--- config.mk ---
export PLATFORM = sky130hd
export DESIGN_NAME = ptpts_mac_flat
export DESIGN_NICKNAME = d
export VERILOG_FILES = /design/src/design/ptpts_pkg.sv /design/src/design/ptpts_if.sv /design/src/design/ptpts_mac.sv /design/src/design/ptpts_tag_fifo.sv /design/src/flat_wrapper.sv
export SDC_FILE = /design/constraint.sdc
export NUM_CORES = 1
export LEC_CHECK = 0
export ABC_AREA = 1
export BUFFER_PORTS_ARGS = -buffer_cell sky130_fd_sc_hd__buf_2
export CAP_MARGIN = 20
export CELL_PAD_IN_SITES_DETAIL_PLACEMENT = 1
export CELL_PAD_IN_SITES_GLOBAL_PLACEMENT = 1
export CORE_UTILIZATION = 48
export CTS_CLUSTER_SIZE = 28
export DETAILED_ROUTE_END_ITERATION = 8
export PLACE_DENSITY_LB_ADDON = 0.25
export RECOVER_POWER = 25
export SLEW_MARGIN = 20
export SYNTH_ARGS = -nofsm -noshare
export SYNTH_HDL_FRONTEND = slang
export SYNTH_HIERARCHICAL = 1
export SYNTH_SLANG_ARGS = --single-unit
export TNS_END_PERCENT = 5
--- constraint.sdc ---
create_clock -name clk -period 22.9 [get_ports clk]
set_input_delay 1.145 -clock clk [delete_from_list [all_inputs] [get_ports clk]]
set_output_delay 1.145 -clock clk [all_outputs]
set_load 0.05 [all_outputs]
--- src/design/ptpts_pkg.sv ---
// shared constants and types for the ptp timestamp port logic
package ptpts_pkg;
    // ------------------------------------------------------------
    // timer layout
    // ------------------------------------------------------------
    localparam int TIMER_W       = 80;
    localparam int SEC_W         = 48;
    localparam int NS_W          = 32;
    localparam int TC_SIGN_BIT   = 63;
    localparam int TC_NS_LSB     = 16;
    localparam int TC_FRAC_W     = 16;
    localparam int LAT_W         = 11;
    localparam int LAT_FRAC_W    = 3;
    localparam int TAG_W         = 16;
    localparam int OP_W          = 2;
    localparam int TAG_FIFO_DEPTH = 4;
    localparam int unsigned NS_PER_SEC = 1000000000;
    localparam logic [TIMER_W-1:0] TIMER_RESET = 80'h0;
    localparam logic [TAG_W-1:0]   TAG_RESET   = 16'h0;

    // ------------------------------------------------------------
    // per-frame operation codes
    // ------------------------------------------------------------
    typedef enum logic [1:0] {
        PTPTS_OP_NONE     = 2'h0,
        PTPTS_OP_ONE_STEP = 2'h1,
        PTPTS_OP_TWO_STEP = 2'h2,
        PTPTS_OP_RSVD     = 2'h3
    } ptpts_op_e;
endpackage

--- src/design/ptpts_if.sv ---
// connection between client logic and the mac timestamp port
`timescale 1ns/1ps
interface ptpts_if;
    logic [ptpts_pkg::TIMER_W-1:0] tx_timer;
    logic [ptpts_pkg::TIMER_W-1:0] rx_timer;
    logic                          one_step_enable;
    logic [ptpts_pkg::LAT_W-1:0]   latency_adjust;
    logic                          vlane_adjust_mode;
    logic                          transparent_mode;
    logic                          tx_sop;
    logic [ptpts_pkg::OP_W-1:0]    frame_timestamp_op;
    logic [ptpts_pkg::TAG_W-1:0]   tx_tag;
    logic                          rx_sop;
    logic                          tx_tstamp_valid;
    logic [ptpts_pkg::TAG_W-1:0]   tx_tstamp_tag;
    logic [ptpts_pkg::TIMER_W-1:0] tx_tstamp;
    logic                          one_step_valid;
    logic [ptpts_pkg::TIMER_W-1:0] one_step_tstamp;
    logic [ptpts_pkg::TIMER_W-1:0] rx_tstamp;
    logic                          tag_write_error;
    logic                          tag_read_error;

    modport mac (
        input  tx_timer, rx_timer, one_step_enable, latency_adjust, vlane_adjust_mode,
        input  transparent_mode, tx_sop, frame_timestamp_op, tx_tag, rx_sop,
        output tx_tstamp_valid, tx_tstamp_tag, tx_tstamp, one_step_valid, one_step_tstamp,
        output rx_tstamp, tag_write_error, tag_read_error
    );
    modport client (
        output tx_timer, rx_timer, one_step_enable, latency_adjust, vlane_adjust_mode,
        output transparent_mode, tx_sop, frame_timestamp_op, tx_tag, rx_sop,
        input  tx_tstamp_valid, tx_tstamp_tag, tx_tstamp, one_step_valid, one_step_tstamp,
        input  rx_tstamp, tag_write_error, tag_read_error
    );
endinterface

--- src/design/ptpts_mac.sv ---
// mac end: per-frame timestamp capture, 1-step adjust and 2-step return
`timescale 1ns/1ps
// Summary of operation
// - normal timer: 48-bit seconds, 32-bit nanoseconds
// - transparent timer: bit63 zero, ns, fraction
// - client drives tx timer on tx clock
// - client drives rx timer on lane0 clock
// - one-step enable input allows 1-step insertion
// - 1-step stamp offset by 11-bit latency adjust
// - accept single-bit virtual-lane adjust mode
// - transparent mode: timer is correction value
// - transparent mode adds correction to stamp
// - correction sign bit treated as zero
// - client pre-updates correction field with rx stamp
// - flag set on tag fifo write failure
// - flag set on tag fifo read failure
// - op 00: no stamp, frame unmodified
// - op 01: stamp captured and inserted
// - op 10: stamp returned on 2-step ports
// - op 11 behaves as no operation
// - client tag returned with its stamp
// - 80-bit 2-step stamp with valid strobe
module ptpts_mac (
    // clock and reset
    input  wire logic clk,
    input  wire logic rst,
    // link to client
    ptpts_if.mac      port
);
    localparam int W  = ptpts_pkg::TIMER_W;
    localparam int FW = ptpts_pkg::TAG_W + ptpts_pkg::TIMER_W;

    // ------------------------------------------------------------
    // capture stage
    // ------------------------------------------------------------
    logic [W-1:0]                  cap_time;
    logic [ptpts_pkg::TAG_W-1:0]   cap_tag;
    logic                          cap_one;
    logic                          cap_two;
    logic [W-1:0]                  next_cap_time;
    logic [ptpts_pkg::TAG_W-1:0]   next_cap_tag;
    logic                          next_cap_one;
    logic                          next_cap_two;
    logic                          cap_tc;
    logic                          next_cap_tc;
    logic [W-1:0]                  cap_corr;
    logic [W-1:0]                  next_cap_corr;
    logic [ptpts_pkg::LAT_W-1:0]   cap_lat;
    logic [ptpts_pkg::LAT_W-1:0]   next_cap_lat;

    always_comb begin
        next_cap_one  = 1'b0;
        next_cap_two  = 1'b0;
        next_cap_time = cap_time;
        next_cap_tag  = cap_tag;
        next_cap_tc   = cap_tc;
        next_cap_corr = cap_corr;
        next_cap_lat  = cap_lat;
        if (port.tx_sop) begin
            // op and tag must be steady on this beat only
            unique case (ptpts_pkg::ptpts_op_e'(port.frame_timestamp_op))
                ptpts_pkg::PTPTS_OP_ONE_STEP: next_cap_one = port.one_step_enable;
                ptpts_pkg::PTPTS_OP_TWO_STEP: next_cap_two = 1'b1;
                ptpts_pkg::PTPTS_OP_NONE:     next_cap_one = 1'b0;
                ptpts_pkg::PTPTS_OP_RSVD:     next_cap_one = 1'b0;
            endcase
            next_cap_time = port.tx_timer;
            next_cap_tag  = port.tx_tag;
            next_cap_tc   = port.transparent_mode;
            // sign bit forced clear: corrections are always positive
            next_cap_corr = {{(W-ptpts_pkg::TC_SIGN_BIT){1'b0}}, port.tx_timer[ptpts_pkg::TC_SIGN_BIT-1:0]};
            next_cap_lat  = port.latency_adjust;
        end
    end

    always_ff @(posedge clk or posedge rst) begin
        if (rst) begin
            cap_one  <= 1'b0;
            cap_two  <= 1'b0;
            cap_time <= ptpts_pkg::TIMER_RESET;
            cap_tag  <= ptpts_pkg::TAG_RESET;
            cap_tc   <= 1'b0;
            cap_corr <= ptpts_pkg::TIMER_RESET;
            cap_lat  <= '0;
        end else begin
            cap_one  <= next_cap_one;
            cap_two  <= next_cap_two;
            cap_time <= next_cap_time;
            cap_tag  <= next_cap_tag;
            cap_tc   <= next_cap_tc;
            cap_corr <= next_cap_corr;
            cap_lat  <= next_cap_lat;
        end
    end

    // ------------------------------------------------------------
    // stamp arithmetic
    // ------------------------------------------------------------
    localparam int NSW = ptpts_pkg::NS_W;
    localparam logic [NSW:0] NS_WRAP = (NSW+1)'(ptpts_pkg::NS_PER_SEC);

    logic [W-1:0]  base_stamp;
    logic [W-1:0]  adj_stamp;
    logic [63:0]   tc_sum;
    logic [NSW:0]  ns_sum;
    logic [ptpts_pkg::SEC_W-1:0] sec_sum;

    always_comb begin
        // transparent mode: correction carried as ns plus 16-bit fraction
        // whole ns of the adjust land at bit 16, its fraction at bits 15:13
        tc_sum = cap_corr[63:0] + (64'(cap_lat) << (ptpts_pkg::TC_NS_LSB - ptpts_pkg::LAT_FRAC_W));
        tc_sum[ptpts_pkg::TC_SIGN_BIT] = 1'b0;
        // normal mode: fraction bits of the adjust dropped, only whole ns apply
        ns_sum  = {1'b0, cap_time[NSW-1:0]} +
                  (NSW+1)'(cap_lat[ptpts_pkg::LAT_W-1:ptpts_pkg::LAT_FRAC_W]);
        sec_sum = cap_time[W-1:NSW];
        if (ns_sum >= NS_WRAP) begin
            ns_sum  = ns_sum - NS_WRAP;
            sec_sum = sec_sum + 1'b1;
        end
        base_stamp = cap_tc ? {16'h0, cap_corr[63:0]} : cap_time;
        adj_stamp  = cap_tc ? {16'h0, tc_sum} : {sec_sum, ns_sum[NSW-1:0]};
    end

    // ------------------------------------------------------------
    // tag fifo and outputs
    // ------------------------------------------------------------
    logic [FW-1:0] fifo_out;
    logic          fifo_empty;
    logic          fifo_werr;
    logic          fifo_rerr;
    logic          pop;

    ptpts_tag_fifo #(
        .WIDTH (FW),
        .DEPTH (ptpts_pkg::TAG_FIFO_DEPTH)
    ) u_fifo (
        .clk         (clk),
        .rst         (rst),
        .wr_en       (cap_two),
        .wr_data     ({cap_tag, base_stamp}),
        .rd_en       (pop),
        .rd_data     (fifo_out),
        .empty       (fifo_empty),
        .write_error (fifo_werr),
        .read_error  (fifo_rerr)
    );

    // ------------------------------------------------------------
    // tx outputs
    // ------------------------------------------------------------
    logic                        next_tx_valid;
    logic [ptpts_pkg::TAG_W-1:0] next_tx_tag;
    logic [W-1:0]                next_tx_stamp;
    logic                        next_one_valid;
    logic [W-1:0]                next_one_stamp;
    logic                        next_write_error;
    logic                        next_read_error;

    always_comb begin
        // draining every cycle keeps the fifo near empty; vlane mode is accepted, no skew model
        pop              = !fifo_empty;
        next_tx_valid    = pop;
        next_tx_tag      = pop ? fifo_out[FW-1:W] : port.tx_tstamp_tag;
        next_tx_stamp    = pop ? fifo_out[W-1:0] : port.tx_tstamp;
        next_one_valid   = cap_one;
        next_one_stamp   = cap_one ? adj_stamp : port.one_step_tstamp;
        next_write_error = fifo_werr;
        next_read_error  = fifo_rerr;
    end

    always_ff @(posedge clk or posedge rst) begin
        if (rst) begin
            port.tx_tstamp_valid <= 1'b0;
            port.tx_tstamp_tag   <= ptpts_pkg::TAG_RESET;
            port.tx_tstamp       <= ptpts_pkg::TIMER_RESET;
            port.one_step_valid  <= 1'b0;
            port.one_step_tstamp <= ptpts_pkg::TIMER_RESET;
            port.tag_write_error <= 1'b0;
            port.tag_read_error  <= 1'b0;
        end else begin
            port.tx_tstamp_valid <= next_tx_valid;
            port.tx_tstamp_tag   <= next_tx_tag;
            port.tx_tstamp       <= next_tx_stamp;
            port.one_step_valid  <= next_one_valid;
            port.one_step_tstamp <= next_one_stamp;
            port.tag_write_error <= next_write_error;
            port.tag_read_error  <= next_read_error;
        end
    end

    // ------------------------------------------------------------
    // rx capture
    // ------------------------------------------------------------
    logic [W-1:0] next_rx_stamp;

    always_comb begin
        // loads on the sop beat and holds until the next one
        next_rx_stamp = port.rx_sop ? port.rx_timer : port.rx_tstamp;
    end

    always_ff @(posedge clk or posedge rst) begin
        if (rst) begin
            port.rx_tstamp <= ptpts_pkg::TIMER_RESET;
        end else begin
            port.rx_tstamp <= next_rx_stamp;
        end
    end
endmodule

--- src/design/ptpts_tag_fifo.sv ---
// small tag fifo with sticky overflow and underflow flags
`timescale 1ns/1ps
module ptpts_tag_fifo #(
    parameter int WIDTH = ptpts_pkg::TAG_W + ptpts_pkg::TIMER_W,
    parameter int DEPTH = ptpts_pkg::TAG_FIFO_DEPTH
) (
    // clock and reset
    input  wire logic             clk,
    input  wire logic             rst,
    // write side
    input  wire logic             wr_en,
    input  wire logic [WIDTH-1:0] wr_data,
    // read side
    input  wire logic             rd_en,
    output logic      [WIDTH-1:0] rd_data,
    output logic                  empty,
    // sticky errors
    output logic                  write_error,
    output logic                  read_error
);
    localparam int AW = (DEPTH > 1) ? $clog2(DEPTH) : 1;

    logic [WIDTH-1:0] mem [DEPTH];
    logic [AW-1:0]    wr_ptr;
    logic [AW-1:0]    rd_ptr;
    logic [AW:0]      count;
    logic [AW-1:0]    next_wr_ptr;
    logic [AW-1:0]    next_rd_ptr;
    logic [AW:0]      next_count;
    logic             next_write_error;
    logic             next_read_error;
    logic             do_wr;
    logic             do_rd;

    always_comb begin
        do_wr            = wr_en && (count != (AW+1)'(DEPTH));
        do_rd            = rd_en && (count != '0);
        next_wr_ptr      = do_wr ? ((wr_ptr == AW'(DEPTH-1)) ? '0 : wr_ptr + 1'b1) : wr_ptr;
        next_rd_ptr      = do_rd ? ((rd_ptr == AW'(DEPTH-1)) ? '0 : rd_ptr + 1'b1) : rd_ptr;
        next_count       = count + (AW+1)'(do_wr) - (AW+1)'(do_rd);
        // only reset clears them; writing into a full fifo drops the tag
        next_write_error = write_error || (wr_en && !do_wr);
        next_read_error  = read_error || (rd_en && !do_rd);
    end

    always_ff @(posedge clk or posedge rst) begin
        if (rst) begin
            wr_ptr      <= '0;
            rd_ptr      <= '0;
            count       <= '0;
            write_error <= 1'b0;
            read_error  <= 1'b0;
        end else begin
            wr_ptr      <= next_wr_ptr;
            rd_ptr      <= next_rd_ptr;
            count       <= next_count;
            write_error <= next_write_error;
            read_error  <= next_read_error;
        end
    end

    always_ff @(posedge clk) begin
        if (do_wr) begin
            mem[wr_ptr] <= wr_data;
        end
    end

    assign rd_data = mem[rd_ptr];
    assign empty   = (count == '0);
endmodule

--- src/flat_wrapper.sv ---
// flat-port wrapper written by rule: the top's interface ports become plain ports
module ptpts_mac_flat 
  (clk, rst, port_tx_timer, port_rx_timer, port_one_step_enable, port_latency_adjust, port_vlane_adjust_mode, port_transparent_mode, port_tx_sop, port_frame_timestamp_op, port_tx_tag, port_rx_sop, port_tx_tstamp_valid, port_tx_tstamp_tag, port_tx_tstamp, port_one_step_valid, port_one_step_tstamp, port_rx_tstamp, port_tag_write_error, port_tag_read_error);
  ptpts_if port_i ();
  input  wire logic clk;
  input  wire logic rst;
  input wire logic [$bits(port_i.tx_timer)-1:0] port_tx_timer;
  input wire logic [$bits(port_i.rx_timer)-1:0] port_rx_timer;
  input wire logic [$bits(port_i.one_step_enable)-1:0] port_one_step_enable;
  input wire logic [$bits(port_i.latency_adjust)-1:0] port_latency_adjust;
  input wire logic [$bits(port_i.vlane_adjust_mode)-1:0] port_vlane_adjust_mode;
  input wire logic [$bits(port_i.transparent_mode)-1:0] port_transparent_mode;
  input wire logic [$bits(port_i.tx_sop)-1:0] port_tx_sop;
  input wire logic [$bits(port_i.frame_timestamp_op)-1:0] port_frame_timestamp_op;
  input wire logic [$bits(port_i.tx_tag)-1:0] port_tx_tag;
  input wire logic [$bits(port_i.rx_sop)-1:0] port_rx_sop;
  output wire logic [$bits(port_i.tx_tstamp_valid)-1:0] port_tx_tstamp_valid;
  output wire logic [$bits(port_i.tx_tstamp_tag)-1:0] port_tx_tstamp_tag;
  output wire logic [$bits(port_i.tx_tstamp)-1:0] port_tx_tstamp;
  output wire logic [$bits(port_i.one_step_valid)-1:0] port_one_step_valid;
  output wire logic [$bits(port_i.one_step_tstamp)-1:0] port_one_step_tstamp;
  output wire logic [$bits(port_i.rx_tstamp)-1:0] port_rx_tstamp;
  output wire logic [$bits(port_i.tag_write_error)-1:0] port_tag_write_error;
  output wire logic [$bits(port_i.tag_read_error)-1:0] port_tag_read_error;
  assign port_i.tx_timer = port_tx_timer;
  assign port_i.rx_timer = port_rx_timer;
  assign port_i.one_step_enable = port_one_step_enable;
  assign port_i.latency_adjust = port_latency_adjust;
  assign port_i.vlane_adjust_mode = port_vlane_adjust_mode;
  assign port_i.transparent_mode = port_transparent_mode;
  assign port_i.tx_sop = port_tx_sop;
  assign port_i.frame_timestamp_op = port_frame_timestamp_op;
  assign port_i.tx_tag = port_tx_tag;
  assign port_i.rx_sop = port_rx_sop;
  assign port_tx_tstamp_valid = port_i.tx_tstamp_valid;
  assign port_tx_tstamp_tag = port_i.tx_tstamp_tag;
  assign port_tx_tstamp = port_i.tx_tstamp;
  assign port_one_step_valid = port_i.one_step_valid;
  assign port_one_step_tstamp = port_i.one_step_tstamp;
  assign port_rx_tstamp = port_i.rx_tstamp;
  assign port_tag_write_error = port_i.tag_write_error;
  assign port_tag_read_error = port_i.tag_read_error;
  ptpts_mac u_core (.clk(clk), .rst(rst), .port(port_i));
endmodule
==> summary.md, run 1 <==
| Metric | Value |
|---|---|
| Maximum vdd drop | `0.0000826 V` |
| Hold Path Sink | `u_core/port.tag_write_error` |
| Reg2reg start | `u_core/cap_time[5]` |
| Initial antenna violation count | `4` |
| Final std cells w/o fill | `approximately 5300` |
| Initial DRC Count | `2011` |
| Top cell type's share of synthesized area | `31.9%` |
| Drt first pass iters | `5` |
| Worst-skew pair later-pin latency | `0.66 ns` |
| CTS tree | `yes` |
| Sink Count | `763` |
| First-pass GRT wire length | `178000 um` |
| HP Start | `u_core/u_fifo/write_error` |
| Post-DP HPWL | `79800 um` |
| Sequential area share after synthesis | `58.0%` |
| Synthesized Nets | `4130` |
| Pwr dens | `117 nW/um^2` |
| Crit. End Element | `flop` |
| Number of fill cells | `8602` |
| Final setup fails | `0` |
| Critical path's most frequent cell | `nand2_1` |
| Post-route cell area | `41500 sq um` |
| Starting Density | `48.5%` |
| Worst Tran Pin Value | `5.13 ns` |
| Final min period | `5.64 ns` |
| Largest net degree at the start of global routing | `240` |
| Die height | `~280 um` |
| Final Hold Fails | `0` |
| Count of flip-flops with a built-in enable after synthesis | `about 380` |
| Vias per cell | `5.49` |
| Leakage | `around 19 nW` |
| CP Data Arrival Time | `between 6 and 7 ns` |
| Failing checks | `max-capacitance violations, max-slew violations` |
| CTS Buffer Depth | `3` |
| GRT Residual Overflow | `0` |
| Area of placed instances | `38700 sq um` |
| Max Cap Viol | `1` |
| Startpoint Class | `flop` |
| Ys Warns | `6` |
| FF-to-FF End | `u_core/port.one_step_tstamp[32]` |
| R2R setup slack | `around 17 ns` |
| Cts bufs inserted | `84` |
| WHS Path Cells | `0` |
| Width of the die | `277 um` |
| Depth of the CTS H-tree | `3` |
| Layout area overhead | `14.7%` |
| CORE AREA | `74600 sq um` |
| Design Power | `between 4 and 5 mW` |
| Remaining antenna violation count | `0` |
| FP Rows | `100` |
| Syn Inst Count | `3903` |
| Top Ports | `456` |
| Fin nets | `4460` |
| Clock-pin slew on the worst setup and hold paths | `0.06 ns` |
| Post-CTS sizing | `0` |
| Via Count | `between 20000 and 30000` |
| Final setup skew | `0.0376 ns` |
| Status | `finished with violations` |
| Avg WL per Cell | `22.1 um` |
| FF-to-FF path depth | `21` |
| FMAX | `about 180 MHz` |
| Setup Total Neg Slack | `0 ns` |
| Mapped cell area | `36200 sq um` |
| Most frequently used flop master after synthesis | `edfxtp_1` |
| Worst Path Required | `23.41 ns` |
| IO Port Bufs | `454` |
| Max transition margin | `-244%` |
| Asr flop ratio synth | `49.7%` |
| Critical Path Source | `u_core/cap_time[5]` |
| Proportion of layout cells with a drive suffix above 1 | `18.0%` |
| Final period util | `24.6%` |
| Die area | `76500 sq um` |
| Cts hold-fix bufs | `0` |
| CTS Root Cell | `clkbuf_16` |
| Worst path cell trace | `ha_1 -> nand2_1 -> nor2_1 -> nand3_1 -> nand3_2 -> xor2_1 -> inv_1 -> ha_1 -> inv_1 -> nand3_1 -> nand2_1 -> nand2_1 -> nand2_2 -> nand3_4 -> nand3_2 -> buf_4 -> nand2_1 -> nand2_1 -> nand2_1 -> nand3_1 -> nand2_1` |
| Hold Path Class | `reg -> reg` |
| Synthesized flop and latch total | `763` |
| DP Cell Count | `5116` |
| CP max FO | `56` |
| Vias in the first global route | `30300` |
| Slew Limit Fails | `106` |
| RSZ-0062 raised after global routing | `false` |
| Leading area contributor after synthesis | `edfxtp_1` |
| GP Congestion | `0.944` |
| Final wirelength | `117000 um` |
| Synth cell types | `43` |
| Top post-synthesis cells by area | `edfxtp_1, dfrtp_1, nand2_1` |
| CP max-delay cell | `nand3_2` |
| Post-CTS setup buffer count | `0` |
| Tot GR Track Use | `30.4%` |
| CP Class | `reg -> reg` |
| Max incr delay on CP | `0.71 ns` |
| # DRC | `0` |
| Syn Area/Cell | `9.28 sq um` |
| Worst Hold Slack | `approximately 0.38 ns` |
[through the flow]
| step | worst slack, ns | util [%] |
|---|---|---|
| 3_3_place_gp | 17.46 | 51.9 |
| 3_5_place_dp | 17.39 | 51.9 |
| 5_1_grt | 16.83 | 55.7 |
| 6_report | 17.26 | 55.7 |
| 4_1_cts | 17.30 | 55.7 |
| 2_1_floorplan | 11.48 | - |
[sequential cells by signal (all words and copies together), names as in the netlist]
register / count
u_core/u_fifo/rd_ptr: 2
u_core/cap_lat: 11
u_core/u_fifo/wr_ptr: 2
u_core/port.rx_tstamp: 80
u_core/cap_tag: 16
u_core/cap_two: 1
u_core/cap_tc: 1
u_core/cap_time: 80
u_core/port.tx_tstamp_tag: 16
u_core/u_fifo/read_error: 1
u_core/port.tx_tstamp: 80
u_core/cap_one: 1
u_core/port.tx_tstamp_valid: 1
u_core/port.tag_read_error: 1
u_core/u_fifo/mem: 384
u_core/port.one_step_tstamp: 80
u_core/u_fifo/write_error: 1
u_core/port.one_step_valid: 1
u_core/u_fifo/count: 3
u_core/port.tag_write_error: 1
[placed cells by master, fill, tap and decap left out, drive strengths merged, types with 118 or more instances in the layout]
master and count:
inv 434, nand2 1372, clkbuf 122, o211ai 194, o21ai 141, nand3 146, dfrtp 379, edfxtp 384
mux2 118, nor2 223, buf 479
[critical path: cells and delay by family, from the launching register on]
family	cells	cell delay, ns
buffers and inverters	3	0.98
adder cells (fa/ha/maj)	2	0.70
AND/OR/NAND/NOR	15	2.79
XOR/XNOR	1	0.44
flip-flops	1	0.54
[power breakdown]
part | switching, mW | leakage (nW) | internal (mW)
Sequential | 0.178 | 8.03 | 1.66
Clock | 0.577 | 1.35 | 0.788
Combinational | 1.24 | 9.69 | 0.391
[layout make-up]
class	count	area, sq um	share of cell area (%)
sequential	763	21000	50.6
multi-input combinational	2470	12400	29.8
timing repair buffer	480	2500	6.02
clock buffer	121	2340	5.64
inverter	434	1630	3.94
tap	969	1210	2.92
clock inverter	36	440	1.06
antenna	4	10.0	0.0241
[synth_stat cells (7+ instances only)]
library cell and instances:
xor2_1 66, buf_1 13, dfrtp_1 379, inv_2 21, buf_2 22, nand2_1 1364
buf_4 20, ha_1 28, nand2_2 8, nor2_2 7, o21ai_1 22, buf_6 32
nand4_1 43, clkbuf_1 149, edfxtp_1 384, inv_1 411, nor4_1 11, nor2_1 214
nand3_1 141, o21ai_0 119, o211ai_1 194, nor3_1 36, mux2_2 118, a21oi_1 60
[how the worst max path moves through the flow]
stage | endpoint | cells after the start
3_5_place_dp | u_core/port.one_step_tstamp[32] | 21
4_1_cts | u_core/port.one_step_tstamp[32] | 21
5_1_grt | u_core/port.one_step_tstamp[32] | 21
6_report | u_core/port.one_step_tstamp[32] | 21
3_3_place_gp | u_core/port.one_step_tstamp[32] | 21
2_1_floorplan | u_core/cap_lat[0] | 1
[metal layers]
metal | up-vias | track usage [%] | share of wire, % | wire length (um)
met4 | 0 | 11.8 | 3.7 | 4260
met2 | 891 | 50.7 | 48 | 56500
li1 | 13300 | - | - | -
met1 | 14500 | 40.0 | 42 | 49200
met5 | - | 0 | 0 | 0
met3 | 224 | 4.61 | 5.8 | 6730
[logic make-up (layout without fill, tap and decap cells)]
family / count (synthesis) / count (layout) / synth area share, %
compound gates: 410 / 410 / 7.13
xor+xnor: 68 / 68 / 1.65
fa+ha+maj: 31 / 31 / 1.13
buf+inv: 670 / 1071 / 7.89
flops: 763 / 763 / 58.0
mux: 118 / 118 / 3.67
other cells: 0 / 4 / 0
simple gates: 1843 / 1843 / 20.5
Power figures use the tool's default switching activity.
==> run 2, diff against run 1 <==
ABC_AREA = 0   (was 1)
clock period = 5.65 ns   (was 22.9 ns; I/O delays follow)
==> run 2 against run 1 <==
Net effect: the flow still finishes with violations (max-capacitance violations, max-slew violations); non-clock buffer count is 208 higher; synthesized area shrank 11%; critical path depth is 18 lower; die area fell by 11%; final area is 3.9% lower; first-iteration DRC count fell by 36%; wire length down 16%.
==> summary.md, run 2 <==
| Metric | Value |
|---|---|
| Status | `finished with violations` |
| Failing checks | `max-capacitance violations, max-slew violations` |
| Max FFs per register | `between 300 and 400` |
| Vias in the first global route | `between 20000 and 25000` |
| Hold Path Class | `in -> async` |
| Worst-skew pair later-pin latency | `0.63 ns` |
| FP Rows | `94` |
| # DRC | `0` |
| Proportion of layout cells with a drive suffix above 1 | `36.6%` |
| Initial DRC Count | `1284` |
| FMAX | `approximately 200 MHz` |
| Ys Warns | `6` |
| Pwr dens | `approximately 470 nW/um^2` |
| GP Congestion | `between 0.8 and 0.9` |
| Largest family of logic cells by synthesized area | `multiplexers` |
| Sink Count | `between 700 and 800` |
| Most flop-heavy register | `u_core/u_fifo/mem` |
| Leakage | `between 15 and 20 nW` |
| Top post-synthesis cells by area | `edfxtp_1, dfrtp_1, mux2_2` |
| Post-Synth Simple-Gate Area | `5.85%` |
| Syn Area/Cell | `15.2 sq um` |
| Number of fill cells | `6255` |
| Die area | `between 60000 and 70000 sq um` |
| Syn Inst Count | `2126` |
| Worst Hold Slack | `~0.22 ns` |
| CTS tree | `yes` |
| Final wirelength | `roughly 98000 um` |
| Drt first pass iters | `5` |
| Synth Area in Adders | `1.27%` |
| Post-synthesis mux area share | `16.6%` |
| Cts bufs inserted | `82` |
| Post-synthesis xor/xnor area fraction | `2.44%` |
| Top cell type's share of synthesized area | `35.7%` |
| Clock-pin slew on the worst setup and hold paths | `roughly 0.060 ns` |
| Remaining antenna violation count | `0` |
| First-pass GRT wire length | `~150000 um` |
| IO Port Bufs | `454` |
| Mapped cell area | `32300 sq um` |
| Setup Total Neg Slack | `0 ns` |
| Largest net degree at the start of global routing | `around 130` |
| Initial antenna violation count | `9` |
| Post-CTS setup buffer count | `0` |
| Final Util | `60.3%` |
| Die height | `261 um` |
| CP Data Arrival Time | `5.41 ns` |
| GRT Residual Overflow | `0` |
| Final Hold Fails | `0` |
| Most frequent cells after synthesis | `edfxtp_1, dfrtp_1, mux2_2` |
| Synthesized flop and latch total | `763` |
| Worst Path Required | `6.15 ns` |
| CTS Root Cell | `clkbuf_16` |
| Most common cell after layout, fill and taps aside | `buf_2` |
| CORE AREA | `66200 sq um` |
| Count of flip-flops with a built-in enable after synthesis | `384` |
| Max transition margin | `-250%` |
| Vias per cell | `5.74` |
| Final std cells w/o fill | `3669` |
| Tot GR Track Use | `~29%` |
| CP max FO | `80` |
| RSZ-0062 raised after global routing | `false` |
| Fin nets | `2950` |
| Crit. End Element | `flop` |
| Most frequently used flop master after synthesis | `edfxtp_1` |
| Count leader, synth | `edfxtp_1` |
| Starting Density | `between 40 and 50%` |
| Max Cap Viol | `3` |
| Depth of the CTS H-tree | `3` |
| Leading area contributor after synthesis | `edfxtp_1` |
| Final min period | `4.91 ns` |
| Final setup fails | `0` |
| Multi-input gate area | `around 10000 sq um` |
| Via Count | `21100` |
| Layout area overhead | `23.5%` |
| Top Ports | `between 400 and 500` |
| Slew Limit Fails | `190` |
| Final period util | `86.8%` |
| CTS Buffer Depth | `3` |
| Width of the die | `261 um` |
| Synthesized Nets | `roughly 2400` |
| CP Class | `in -> reg` |
| Highest-count cells in the layout ignoring fill and taps | `buf_2, edfxtp_1, dfrtp_1` |
| Final setup skew | `0.0212 ns` |
| Compound-Gate Fraction of Synth Area | `roughly 6.1%` |
| Synth cell types | `90` |
| DP Cell Count | `3309` |
| Asr flop ratio synth | `49.7%` |
| Avg WL per Cell | `26.7 um` |
| Sequential cell area | `roughly 21000 sq um` |
| Cts hold-fix bufs | `approximately 190` |
| Design Power | `between 15 and 20 mW` |
| Post-CTS sizing | `0` |
| Maximum vdd drop | `0.000304 V` |
| Worst Tran Pin Value | `about 5.3 ns` |
| Sequential area share after synthesis | `about 65%` |
| Startpoint Class | `input port` |
| Post-DP HPWL | `59300 um` |
[run 2: layout make-up]
class	count	area share, %
multi-input cells	1153	26.1
inverters	35	0.332
clock inverters	36	0.953
diodes	12	0.0752
clock buffers	118	5.82
flip-flops and latches	763	52.7
well taps	864	2.71
repair buffers	688	11.3
[run 2: critical path, stage by stage]
cell and delay, ns:
clkbuf_1 3.59, buf_4 0.99, mux2_2 0.41
[run 2: path summary, 6_finish.rpt]
check / startpoint / end / slack (ns) / depth (start not counted)
hold / removal: rst / u_core/u_fifo/read_error / 0.22 / 3
setup reg to reg: u_core/cap_time[7] / u_core/port.one_step_tstamp[22] / 0.76 / 13
min in group clk: u_core/u_fifo/write_error / u_core/port.tag_write_error / 0.40 / 0
max in group asynchronous: rst / u_core/cap_time[66] / 2.76 / 5
hold reg to reg: u_core/u_fifo/write_error / u_core/port.tag_write_error / 0.40 / 0
setup / recovery: port_tx_sop / u_core/cap_time[24] / 0.74 / 3
[run 2: kinds of logic after synthesis]
group / Yosys count
simple gates: 363
xor+xnor: 90
flops: 763
compound gates: 289
buf+inv: 210
mux: 380
fa+ha+maj: 31
[run 2: stage by stage]
stage,setup WS [ns],area [sq um]
6_report,0.744,39900
5_1_grt,0.411,39900
4_1_cts,0.923,39900
3_5_place_dp,0.970,35300
3_3_place_gp,1.14,35300
2_1_floorplan,0.401,32300
[run 2: power by group]
part	internal, mW	leakage, nW	switching [mW]
clock network	3.16	1.32	2.26
logic	2.07	6.32	3.92
registers	6.75	7.91	0.782
[run 2: layer usage]
| metal | share of wire (%) | routed length, um | track usage, % |
|---|---|---|---|
| met1 | 40 | 39500 | 37.4 |
| met5 | 0.0071 | 7 | 0 |
| met3 | 5.1 | 5020 | 4.57 |
| met2 | 51 | 49900 | 48.8 |
| met4 | 3.7 | 3650 | 11.3 |
